===== config.mk =====
export PLATFORM = sky130hd
export DESIGN_NAME = four_level_interrupt_priority
export DESIGN_NICKNAME = d
export VERILOG_FILES = /design/src/inc/irq_prio_pkg.sv /design/src/four_level_interrupt_priority.sv /design/src/level_nest_tracker.sv
export SDC_FILE = /design/constraint.sdc
export NUM_CORES = 1
export LEC_CHECK = 0
export ABC_AREA = 0
export BUFFER_PORTS_ARGS = -buffer_cell sky130_fd_sc_hd__buf_2
export CORE_AREA = 2 2 107 109
export CTS_CLUSTER_SIZE = 24
export DETAILED_ROUTE_END_ITERATION = 10
export DIE_AREA = 0 0 109 111
export PLACE_DENSITY = 0.82
export SYNTH_ARGS = -nofsm -noshare
export SYNTH_HDL_FRONTEND = slang
export SYNTH_SLANG_ARGS = --single-unit

===== constraint.sdc =====
create_clock -name aclk -period 30.4 [get_ports aclk]
set_clock_uncertainty 0.1 [all_clocks]
set_input_delay 3.04 -clock aclk [delete_from_list [all_inputs] [get_ports aclk]]
set_output_delay 3.04 -clock aclk [all_outputs]
set_load 0.005 [all_outputs]

===== src/inc/irq_prio_pkg.sv =====
package irq_prio_pkg;

    localparam int NUM_SOURCES = 8;
    localparam int NUM_LEVELS  = 4;

    // Register indices; byte address is four times the index
    localparam logic [7:0] IDX_ENABLE_PRIMARY   = 8'ha8;
    localparam logic [7:0] IDX_PRIORITY_UPPER   = 8'hb7;
    localparam logic [7:0] IDX_PRIORITY_LOWER   = 8'hb8;
    localparam logic [7:0] IDX_ENABLE_SECONDARY = 8'he8;
    localparam logic [7:0] IDX_TRIGGER_MODE     = 8'he9;
    localparam logic [7:0] IDX_EVENT_STATUS     = 8'hf0;
    localparam logic [7:0] IDX_EVENT_MASK       = 8'hf1;
    localparam logic [7:0] IDX_CORE_STATE       = 8'hf2;

    localparam logic [7:0] RST_REG = 8'h00;

    // Bit positions shared by priority registers and request vector
    localparam int SRC_EXT0    = 0;
    localparam int SRC_TIMER0  = 1;
    localparam int SRC_EXT1    = 2;
    localparam int SRC_TIMER1  = 3;
    localparam int SRC_SERIAL  = 4;
    localparam int SRC_TWOWIRE = 5;
    localparam int SRC_COUNTER = 6;
    localparam int SRC_TIMER2  = 7;

    // Enable and trigger mode register fields
    localparam int EN_GLOBAL      = 7;
    localparam int EN2_TIMER2     = 0;
    localparam int MODE_EXT0_EDGE = 0;
    localparam int MODE_EXT1_EDGE = 1;

    // Event status fields
    localparam int EV_VECTORED  = 0;
    localparam int EV_PREEMPTED = 1;
    localparam int EV_RETURNED  = 2;
    localparam int EV_BAD_RET   = 3;

    localparam logic [1:0] RESP_OKAY   = 2'b00;
    localparam logic [1:0] RESP_SLVERR = 2'b10;

    // Arbitration order within one level and the matching vectors
    localparam int POLL_ORDER [NUM_SOURCES] = '{SRC_EXT0, SRC_TWOWIRE, SRC_TIMER0, SRC_EXT1,
                                                SRC_TIMER1, SRC_SERIAL, SRC_TIMER2, SRC_COUNTER};
    localparam logic [7:0] POLL_VECTOR [NUM_SOURCES] = '{8'h03, 8'h2b, 8'h0b, 8'h13,
                                                         8'h1b, 8'h23, 8'h3b, 8'h33};

endpackage : irq_prio_pkg


===== src/four_level_interrupt_priority.sv =====
// Implementation choice: the AXI4-Lite interface to the registers.
`timescale 1ns/1ns
module four_level_interrupt_priority
    import irq_prio_pkg::*;
(
    input  wire logic        aclk,
    input  wire logic        aresetn,
    // AXI4-Lite slave
    input  wire logic [11:0] s_axi_awaddr,
    input  wire logic        s_axi_awvalid,
    output logic             s_axi_awready,
    input  wire logic [31:0] s_axi_wdata,
    input  wire logic [3:0]  s_axi_wstrb,
    input  wire logic        s_axi_wvalid,
    output logic             s_axi_wready,
    output logic [1:0]       s_axi_bresp,
    output logic             s_axi_bvalid,
    input  wire logic        s_axi_bready,
    input  wire logic [11:0] s_axi_araddr,
    input  wire logic        s_axi_arvalid,
    output logic             s_axi_arready,
    output logic [31:0]      s_axi_rdata,
    output logic [1:0]       s_axi_rresp,
    output logic             s_axi_rvalid,
    input  wire logic        s_axi_rready,
    // Sources
    input  wire logic        ext0_pin_n,
    input  wire logic        ext1_pin_n,
    input  wire logic [7:0]  periph_request,
    output logic [7:0]       request_flag_clear,
    // Core sequencer
    output logic             irq_request,
    output logic [7:0]       irq_vector,
    output logic [1:0]       irq_level,
    input  wire logic        irq_ack,
    input  wire logic        irq_return,
    output logic             irq
);

    ////////////////////////////////////////////////////////////////////////////
    // Registers

    logic [7:0] enable_reg_primary;
    logic [7:0] enable_reg_secondary;
    logic [7:0] priority_reg_upper;
    logic [7:0] priority_reg_lower;
    logic [7:0] trigger_mode;
    logic [7:0] event_status;
    logic [7:0] event_mask;

    logic        aw_held;
    logic        w_held;
    logic [11:0] aw_addr;
    logic [31:0] w_data;
    logic [3:0]  w_strb;
    logic        do_write;
    logic [7:0]  wr_idx;
    logic [7:0]  next_event_status;
    logic [7:0]  event_set;

    function automatic logic [7:0] reg_index(input logic [11:0] addr);
        return addr[9:2];
    endfunction : reg_index

    function automatic logic addr_mapped(input logic [11:0] addr);
        logic [7:0] idx;
        idx = addr[9:2];
        return (addr[11:10] == 2'b00) &&
               (idx == IDX_ENABLE_PRIMARY || idx == IDX_PRIORITY_UPPER || idx == IDX_PRIORITY_LOWER ||
                idx == IDX_ENABLE_SECONDARY || idx == IDX_TRIGGER_MODE || idx == IDX_EVENT_STATUS ||
                idx == IDX_EVENT_MASK || idx == IDX_CORE_STATE);
    endfunction : addr_mapped

    assign s_axi_awready = !aw_held && !s_axi_bvalid;
    assign s_axi_wready  = !w_held && !s_axi_bvalid;
    assign do_write      = aw_held && w_held && !s_axi_bvalid;
    assign wr_idx        = reg_index(aw_addr);

    // Address and data may come in either order; the response follows both
    always_ff @(posedge aclk)
    begin
        if (!aresetn)
        begin
            aw_held <= 1'b0;
            w_held  <= 1'b0;
            aw_addr <= '0;
            w_data  <= '0;
            w_strb  <= '0;
        end
        else
        begin
            if (s_axi_awvalid && s_axi_awready)
            begin
                aw_held <= 1'b1;
                aw_addr <= s_axi_awaddr;
            end
            else if (do_write)
                aw_held <= 1'b0;
            if (s_axi_wvalid && s_axi_wready)
            begin
                w_held <= 1'b1;
                w_data <= s_axi_wdata;
                w_strb <= s_axi_wstrb;
            end
            else if (do_write)
                w_held <= 1'b0;
        end
    end

    always_ff @(posedge aclk)
    begin
        if (!aresetn)
        begin
            s_axi_bvalid <= 1'b0;
            s_axi_bresp  <= RESP_OKAY;
        end
        else if (do_write)
        begin
            s_axi_bvalid <= 1'b1;
            s_axi_bresp  <= addr_mapped(aw_addr) ? RESP_OKAY : RESP_SLVERR;
        end
        else if (s_axi_bready)
            s_axi_bvalid <= 1'b0;
    end

    // Only byte lane 0 carries register data
    always_ff @(posedge aclk)
    begin
        if (!aresetn)
        begin
            enable_reg_primary   <= RST_REG;
            enable_reg_secondary <= RST_REG;
            priority_reg_upper   <= RST_REG;
            priority_reg_lower   <= RST_REG;
            trigger_mode         <= RST_REG;
            event_mask           <= RST_REG;
        end
        else if (do_write && w_strb[0] && addr_mapped(aw_addr))
        begin
            case (wr_idx)
                IDX_ENABLE_PRIMARY:   enable_reg_primary   <= w_data[7:0];
                IDX_PRIORITY_UPPER:   priority_reg_upper   <= w_data[7:0];
                IDX_PRIORITY_LOWER:   priority_reg_lower   <= w_data[7:0];
                IDX_ENABLE_SECONDARY: enable_reg_secondary <= w_data[7:0];
                IDX_TRIGGER_MODE:     trigger_mode         <= w_data[7:0];
                IDX_EVENT_MASK:       event_mask           <= w_data[7:0];
                default:              ;
            endcase
        end
    end

    ////////////////////////////////////////////////////////////////////////////
    // External pins and request flags

    logic [2:0] ext0_sync;
    logic [2:0] ext1_sync;
    logic       ext0_low;
    logic       ext1_low;
    logic       ext0_low_d;
    logic       ext1_low_d;
    logic       ext0_request_flag;
    logic       ext1_request_flag;
    logic [7:0] source_flags;
    logic [7:0] source_enable;
    logic [7:0] granted_onehot;
    logic       take;

    // Pin level accepted only once the last two stages agree
    always_ff @(posedge aclk)
    begin
        if (!aresetn)
        begin
            ext0_sync  <= 3'b111;
            ext1_sync  <= 3'b111;
            ext0_low   <= 1'b0;
            ext1_low   <= 1'b0;
            ext0_low_d <= 1'b0;
            ext1_low_d <= 1'b0;
        end
        else
        begin
            ext0_sync  <= {ext0_sync[1:0], ext0_pin_n};
            ext1_sync  <= {ext1_sync[1:0], ext1_pin_n};
            if (ext0_sync[1] == ext0_sync[2])
                ext0_low <= !ext0_sync[2];
            if (ext1_sync[1] == ext1_sync[2])
                ext1_low <= !ext1_sync[2];
            ext0_low_d <= ext0_low;
            ext1_low_d <= ext1_low;
        end
    end

    // Edge mode latches a falling edge; level mode follows the pin
    always_ff @(posedge aclk)
    begin
        if (!aresetn)
        begin
            ext0_request_flag <= 1'b0;
            ext1_request_flag <= 1'b0;
        end
        else
        begin
            if (!trigger_mode[MODE_EXT0_EDGE])
                ext0_request_flag <= ext0_low;
            else if (ext0_low && !ext0_low_d)
                ext0_request_flag <= 1'b1;                                     // A new edge beats the clear
            else if (take && granted_onehot[SRC_EXT0])
                ext0_request_flag <= 1'b0;
            if (!trigger_mode[MODE_EXT1_EDGE])
                ext1_request_flag <= ext1_low;
            else if (ext1_low && !ext1_low_d)
                ext1_request_flag <= 1'b1;
            else if (take && granted_onehot[SRC_EXT1])
                ext1_request_flag <= 1'b0;
        end
    end

    always_comb
    begin
        source_flags = periph_request;
        source_flags[SRC_EXT0] = ext0_request_flag;
        source_flags[SRC_EXT1] = ext1_request_flag;
        source_enable = {enable_reg_secondary[EN2_TIMER2], enable_reg_primary[6:0]};
        if (!enable_reg_primary[EN_GLOBAL])
            source_enable = '0;
    end

    // Timer0 and timer1 clear their own overflow flag when vectored; timer2 does not
    always_ff @(posedge aclk)
    begin
        if (!aresetn)
            request_flag_clear <= '0;
        else
            request_flag_clear <= take ? (granted_onehot & 8'h0a) : 8'h00;
    end

    ////////////////////////////////////////////////////////////////////////////
    // Arbitration and nesting

    logic [3:0] in_service;
    logic       busy;
    logic [1:0] top_level;
    logic       cand_found;
    logic [7:0] cand_vector;
    logic [1:0] cand_level;
    logic [7:0] cand_onehot;
    logic       settle;

    level_nest_tracker #(
        .LEVELS     (NUM_LEVELS)
    ) u_nest (
        .aclk       (aclk),
        .aresetn    (aresetn),
        .push       (take),
        .push_level (irq_level),
        .pop        (irq_return),
        .in_service (in_service),
        .busy       (busy),
        .top_level  (top_level)
    );

    // Highest level wins; ties go to the earlier poll slot
    always_comb
    begin
        int   src;
        logic [1:0] lvl;
        src         = 0;
        lvl         = 2'd0;
        cand_found  = 1'b0;
        cand_vector = 8'h00;
        cand_level  = 2'd0;
        cand_onehot = 8'h00;
        for (int k = 0; k < NUM_SOURCES; k++)
        begin
            src = POLL_ORDER[k];
            lvl = {priority_reg_upper[src], priority_reg_lower[src]};
            if (source_flags[src] && source_enable[src] && (!busy || lvl > top_level) &&
                (!cand_found || lvl > cand_level))
            begin
                cand_found  = 1'b1;
                cand_level  = lvl;
                cand_vector = POLL_VECTOR[k];
                cand_onehot = 8'h01 << src;
            end
        end
    end

    // Registered candidate; a one-cycle settle hides stale state after a grant or return
    always_ff @(posedge aclk)
    begin
        if (!aresetn)
        begin
            irq_vector     <= 8'h00;
            irq_level      <= 2'd0;
            granted_onehot <= 8'h00;
            settle         <= 1'b1;
        end
        else
        begin
            irq_vector     <= cand_vector;
            irq_level      <= cand_level;
            granted_onehot <= cand_onehot;
            settle         <= take || irq_return;
        end
    end

    logic cand_valid;

    always_ff @(posedge aclk)
    begin
        if (!aresetn)
            cand_valid <= 1'b0;
        else
            cand_valid <= cand_found;
    end

    assign irq_request = cand_valid && !settle && !irq_return;
    assign take        = irq_request && irq_ack;

    ////////////////////////////////////////////////////////////////////////////
    // Event status and interrupt output

    always_comb
    begin
        event_set = 8'h00;
        event_set[EV_VECTORED]  = take;
        event_set[EV_PREEMPTED] = take && busy;
        event_set[EV_RETURNED]  = irq_return && busy;
        event_set[EV_BAD_RET]   = irq_return && !busy;
        next_event_status = event_status;
        if (do_write && w_strb[0] && wr_idx == IDX_EVENT_STATUS && addr_mapped(aw_addr))
            next_event_status = event_status & ~w_data[7:0];
        next_event_status = next_event_status | event_set;                     // Set wins over clear
    end

    always_ff @(posedge aclk)
    begin
        if (!aresetn)
            event_status <= RST_REG;
        else
            event_status <= next_event_status;
    end

    assign irq = |(event_status & event_mask);

    ////////////////////////////////////////////////////////////////////////////
    // Read channel

    logic [7:0] rd_byte;

    always_comb
    begin
        case (reg_index(s_axi_araddr))
            IDX_ENABLE_PRIMARY:   rd_byte = enable_reg_primary;
            IDX_PRIORITY_UPPER:   rd_byte = priority_reg_upper;
            IDX_PRIORITY_LOWER:   rd_byte = priority_reg_lower;
            IDX_ENABLE_SECONDARY: rd_byte = enable_reg_secondary;
            IDX_TRIGGER_MODE:     rd_byte = trigger_mode;
            IDX_EVENT_STATUS:     rd_byte = event_status;
            IDX_EVENT_MASK:       rd_byte = event_mask;
            IDX_CORE_STATE:       rd_byte = {2'b00, ext1_request_flag, ext0_request_flag, in_service};
            default:              rd_byte = 8'h00;
        endcase
    end

    assign s_axi_arready = !s_axi_rvalid;

    always_ff @(posedge aclk)
    begin
        if (!aresetn)
        begin
            s_axi_rvalid <= 1'b0;
            s_axi_rdata  <= '0;
            s_axi_rresp  <= RESP_OKAY;
        end
        else if (s_axi_arvalid && s_axi_arready)
        begin
            s_axi_rvalid <= 1'b1;
            s_axi_rdata  <= addr_mapped(s_axi_araddr) ? {24'h000000, rd_byte} : 32'h00000000;
            s_axi_rresp  <= addr_mapped(s_axi_araddr) ? RESP_OKAY : RESP_SLVERR;
        end
        else if (s_axi_rready)
            s_axi_rvalid <= 1'b0;
    end

endmodule : four_level_interrupt_priority


===== src/level_nest_tracker.sv =====
`timescale 1ns/1ns
module level_nest_tracker
    import irq_prio_pkg::*;
#(
    parameter int LEVELS = NUM_LEVELS
)
(
    input  wire logic                    aclk,
    input  wire logic                    aresetn,
    input  wire logic                    push,
    input  wire logic [1:0]              push_level,
    input  wire logic                    pop,
    output logic      [LEVELS-1:0]       in_service,
    output logic                         busy,
    output logic      [1:0]              top_level
);

    initial
    begin
        if (LEVELS != 4)
            $error("level_nest_tracker serves exactly four levels");
    end

    // One bit per level suffices: only a strictly higher level may nest
    always_ff @(posedge aclk)
    begin
        if (!aresetn)
            in_service <= '0;
        else if (push)
            in_service <= in_service | (LEVELS'(1) << push_level);
        else if (pop && busy)
            in_service <= in_service & ~(LEVELS'(1) << top_level);
    end

    always_comb
    begin
        top_level = 2'd0;
        for (int i = 0; i < LEVELS; i++)
            if (in_service[i])
                top_level = 2'(i);
    end

    assign busy = |in_service;

endmodule : level_nest_tracker


==> flow_metrics.py <==
metrics = {
    "detailed_routing": {
        "detail_route.drc_violations": 0,
        "route.vias.total": 5662,
        "wl_um": 16470,
        "vias_per_cell": 5.941,
        "postRouteAntennaNets": 0,
        "drt_iter0_drc": 503,
        "firstDrtPassIters": 5,
        "post_drt_wl_per_cell_um": 17.28,
    },
    "status": {
        "run_status": "finished clean",
    },
    "placed_design": {
        "post-dp-hpwl_um": 11960,
        "place.port_buffers": 71,
        "finalWeightedCongestion": 0.9430,
        "placed_cells": 924,
    },
    "pwr": {
        "power.ir.vdd_worst_v": 0.00004739,
        "power_frac_seq_pct": 43.6,
        "internal_power_mw": 0.2924,
        "p_comb_share_pct": 4.4,
        "power_per_cell_area_nw_per_um2": 51.94,
        "p_leak_nw": 3.046,
        "power.share.switching_pct": 21.63,
        "power_frac_clock_pct": 52.0,
        "power.switching_mw": 0.08071,
        "p_total_mw": 0.3731,
    },
    "sta": {
        "slew_violations": 0,
        "setup_viol": 0,
        "min_period_ns": 11.72,
        "grt_setup_unrepaired": "false",
        "min_period_over_period_pct": 38.54,
        "timing.fmax_mhz": 85.34,
        "fin_tns_setup_ns": 0,
        "worst-slew-pin-transition_ns": 1.303,
        "hold_violations": 0,
        "tightest_slew_margin_relative_to_the_limit_pct": 12.34,
    },
    "clock_tree": {
        "clock_latency_ns": 0.41,
        "total_setup_buffers_inserted_after_cts": 0,
        "clock_tree_from_tritoncts": "yes",
        "tritoncts_num_sinks": 119,
        "cts_hold_repair.buffers": 0,
        "numCtsBuffers": 17,
        "cts_root_buffer": "sky130_fd_sc_hd__clkbuf_16",
        "cts.repair.resized": 0,
        "clock_path_buffers": 2,
        "clk_pin_slew_worst_paths_ns": 0.05,
        "cts.htree.levels": 4,
    },
    "final_layout": {
        "n_fill_cell": 905,
        "final_nets": 909,
        "final_cells": 953,
        "multi_input_comb_area_um2": 3571,
        "antenna-diode-count": 0,
        "seq_cell_area_um2": 2382,
        "final_common_cell": "sky130_fd_sc_hd__dfxtp_1",
        "synthToLayoutAreaGrowth_pct": 13.35,
        "most_frequent_cells_in_the_layout": "sky130_fd_sc_hd__dfxtp_1 (119), sky130_fd_sc_hd__nand2_1 (98), sky130_fd_sc_hd__nor2_1 (71), sky130_fd_sc_hd__buf_2 (71), sky130_fd_sc_hd__a21oi_1 (56)",
        "drive_gt1_share_pct": 15.31,
    },
    "hold_path": {
        "holdCritPathClass": "flip-flop to flip-flop",
        "worst_hold_startpoint": "ext1_sync[0]",
        "min_path_cells": 1,
        "hold_path_end": "ext1_sync[1]",
    },
    "logic_synthesis": {
        "post-synth-top-area-cell": "sky130_fd_sc_hd__dfxtp_1",
        "syn_area_per_cell_um2": 8.495,
        "synth_enable_flop_cells": 0,
        "ys_async_sr_fraction_pct": 0,
        "synth.distinct_cells": 67,
        "synth_area_leaders": "sky130_fd_sc_hd__dfxtp_1 (38%), sky130_fd_sc_hd__mux2i_1 (8.7%), sky130_fd_sc_hd__ha_1 (5.9%)",
        "synth_seq_area_share_pct": 37.59,
        "synth_seq_cells": 119,
        "synth_top_area_share_pct": 37.59,
        "post_synthesis_instance_total": 746,
        "synthFlopType": "sky130_fd_sc_hd__dfxtp_1",
        "post_synth_instance_area_um2": 6337,
        "synth.yosys.warnings": 0,
    },
    "worst_setup_path": {
        "criticalPathCategory": "input port to flip-flop",
        "worst-path-max-fanout": 9,
        "end_kind": "flip-flop",
        "critical-path-max-stage-delay_ns": 0.50,
        "worst_setup_path_start_kind": "input port",
        "critical_path.reg2reg.endpoint": "granted_onehot[0]",
        "number_of_cells_traversed_by_the_worst_register_to_register_path": 45,
        "data_required_time_at_the_worst_endpoint_ns": 30.58,
        "reg2reg_slack_ns": 19.32,
        "timing.critical_path.mode_cell": "sky130_fd_sc_hd__ha_1",
        "startpoint_of_the_most_critical_register_to_register_path": "u_nest.in_service[1]",
        "slowest_stage": "sky130_fd_sc_hd__or3_1",
        "timing.critical_path.arrival_ns": 11.90,
    },
    "floorplan": {
        "die_height_um": 111,
        "num_rows": 39,
        "die_w_um": 109,
        "initial_utilization_pct": 57.21,
        "design.core.area_um2": 11080,
        "ioPinCount": 140,
        "fp.dieArea_um2": 12100,
    },
    "global_route": {
        "first_global_vias": 5579,
        "maximum_number_of_pins_on_one_net_before_global_route_repair": 91,
        "grt_first_pass_wirelength_um": 26470,
        "grt_remaining_overflow": 0,
        "antenna_violations_before_repair": 0,
        "globalRouteTotalUtil_pct": 27.72,
    },
    "flow_run": {
        "timing.max_cap.violations": 0,
    },
}
==> Yosys cell counts (all sizes together), types with 8 or more instances <==
| cell type | number |
|---|---|
| dfxtp | 119 |
| nand2 | 98 |
| nor2 | 71 |
| a21oi | 58 |
| mux2i | 55 |
| buf | 41 |
| clkbuf | 33 |
| ha | 30 |
| o21ai | 27 |
| inv | 23 |
| a22oi | 22 |
| nor2b | 17 |
| nor3 | 16 |
| nand2b | 10 |
| nand3 | 8 |
==> final cells by class <==
class	instances	share of cell area, %
clock inverters	8	1.376
clock buffers	21	6.689
inverters	23	1.202
flip-flops and latches	119	33.16
well taps	143	2.491
repair buffers	75	5.365
multi-input cells	564	49.71
==> metal layers <==
| layer | track usage [%] | wire length, µm | vias up | share of wire [%] |
|---|---|---|---|---|
| met1 | 33.37 | 6699 | 2656 | 41 |
| met3 | 6.173 | 1268 | 51 | 7.7 |
| met5 | 0 | 0 | - | 0 |
| met4 | 14.62 | 578 | 0 | 3.5 |
| li1 | - | - | 2689 | - |
| met2 | 45.51 | 7926 | 266 | 48 |
==> power groups by stage <==
stage	Combinational [mW]	Sequential, mW	Clock [mW]
after floorplan	0.0149	0.164	0
after global placement	0.0155	0.166	0
after detailed placement	0.0162	0.166	0
after CTS	0.0164	0.163	0.195
after global routing	0.0186	0.163	0.202
final	0.0165	0.163	0.194
==> kinds of logic (layout without fill, tap and decap cells) <==
kind of cell | after synthesis | in the layout | synth area share, %
flip-flops | 119 | 119 | 37.59
other | 1 | 35 | 0.05917
adder cells (fa/ha/maj) | 30 | 30 | 5.923
AND/OR/NAND/NOR | 261 | 261 | 19.11
multiplexers | 57 | 57 | 9.042
AO/OA/AOI/OAI | 181 | 181 | 20.20
buffers and inverters | 97 | 127 | 8.075
==> sequential cells by signal, indices dropped and copies added (netlist names), 4 cells and up <==
signal	flops
aw_addr	10
enable_reg_primary	8
enable_reg_secondary	8
event_mask	8
event_status	8
granted_onehot	4
irq_vector	4
priority_reg_lower	8
priority_reg_upper	8
s_axi_rdata	8
trigger_mode	8
u_nest.in_service	4
w_data	8
==> through the flow <==
step | setup WS (ns) | hold WS [ns] | utilization, % | area, µm²
floorplan | 19.31 | 0.2863 | - | 6465
global placement | 18.62 | 0.2976 | 59.62 | 6604
detailed placement | 18.42 | 0.3111 | 59.62 | 6604
CTS | 18.78 | 0.3350 | 64.85 | 7183
global route | 18.11 | 0.3503 | 64.85 | 7183
finish | 18.68 | 0.3333 | 64.85 | 7183
==> critical path, delay by kind of cell <==
kind            cells  cell delay (ns)
compound gates     23             4.64
fa+ha+maj           6             1.59
buf+inv             3             0.23
mux                 1             0.39
simple gates        9             2.01
==> how the worst max path moves through the flow <==
| stage | end | slack, ns | from |
|---|---|---|---|
| 2_1_floorplan | granted_onehot[1] | 19.31 | periph_request[5] |
| 3_3_place_gp | granted_onehot[0] | 18.62 | periph_request[5] |
| 3_5_place_dp | granted_onehot[0] | 18.42 | periph_request[5] |
| 4_1_cts | granted_onehot[0] | 18.78 | periph_request[5] |
| 5_1_grt | granted_onehot[0] | 18.11 | periph_request[5] |
| 6_report | granted_onehot[0] | 18.68 | periph_request[5] |
Power figures use the tool's default switching activity.
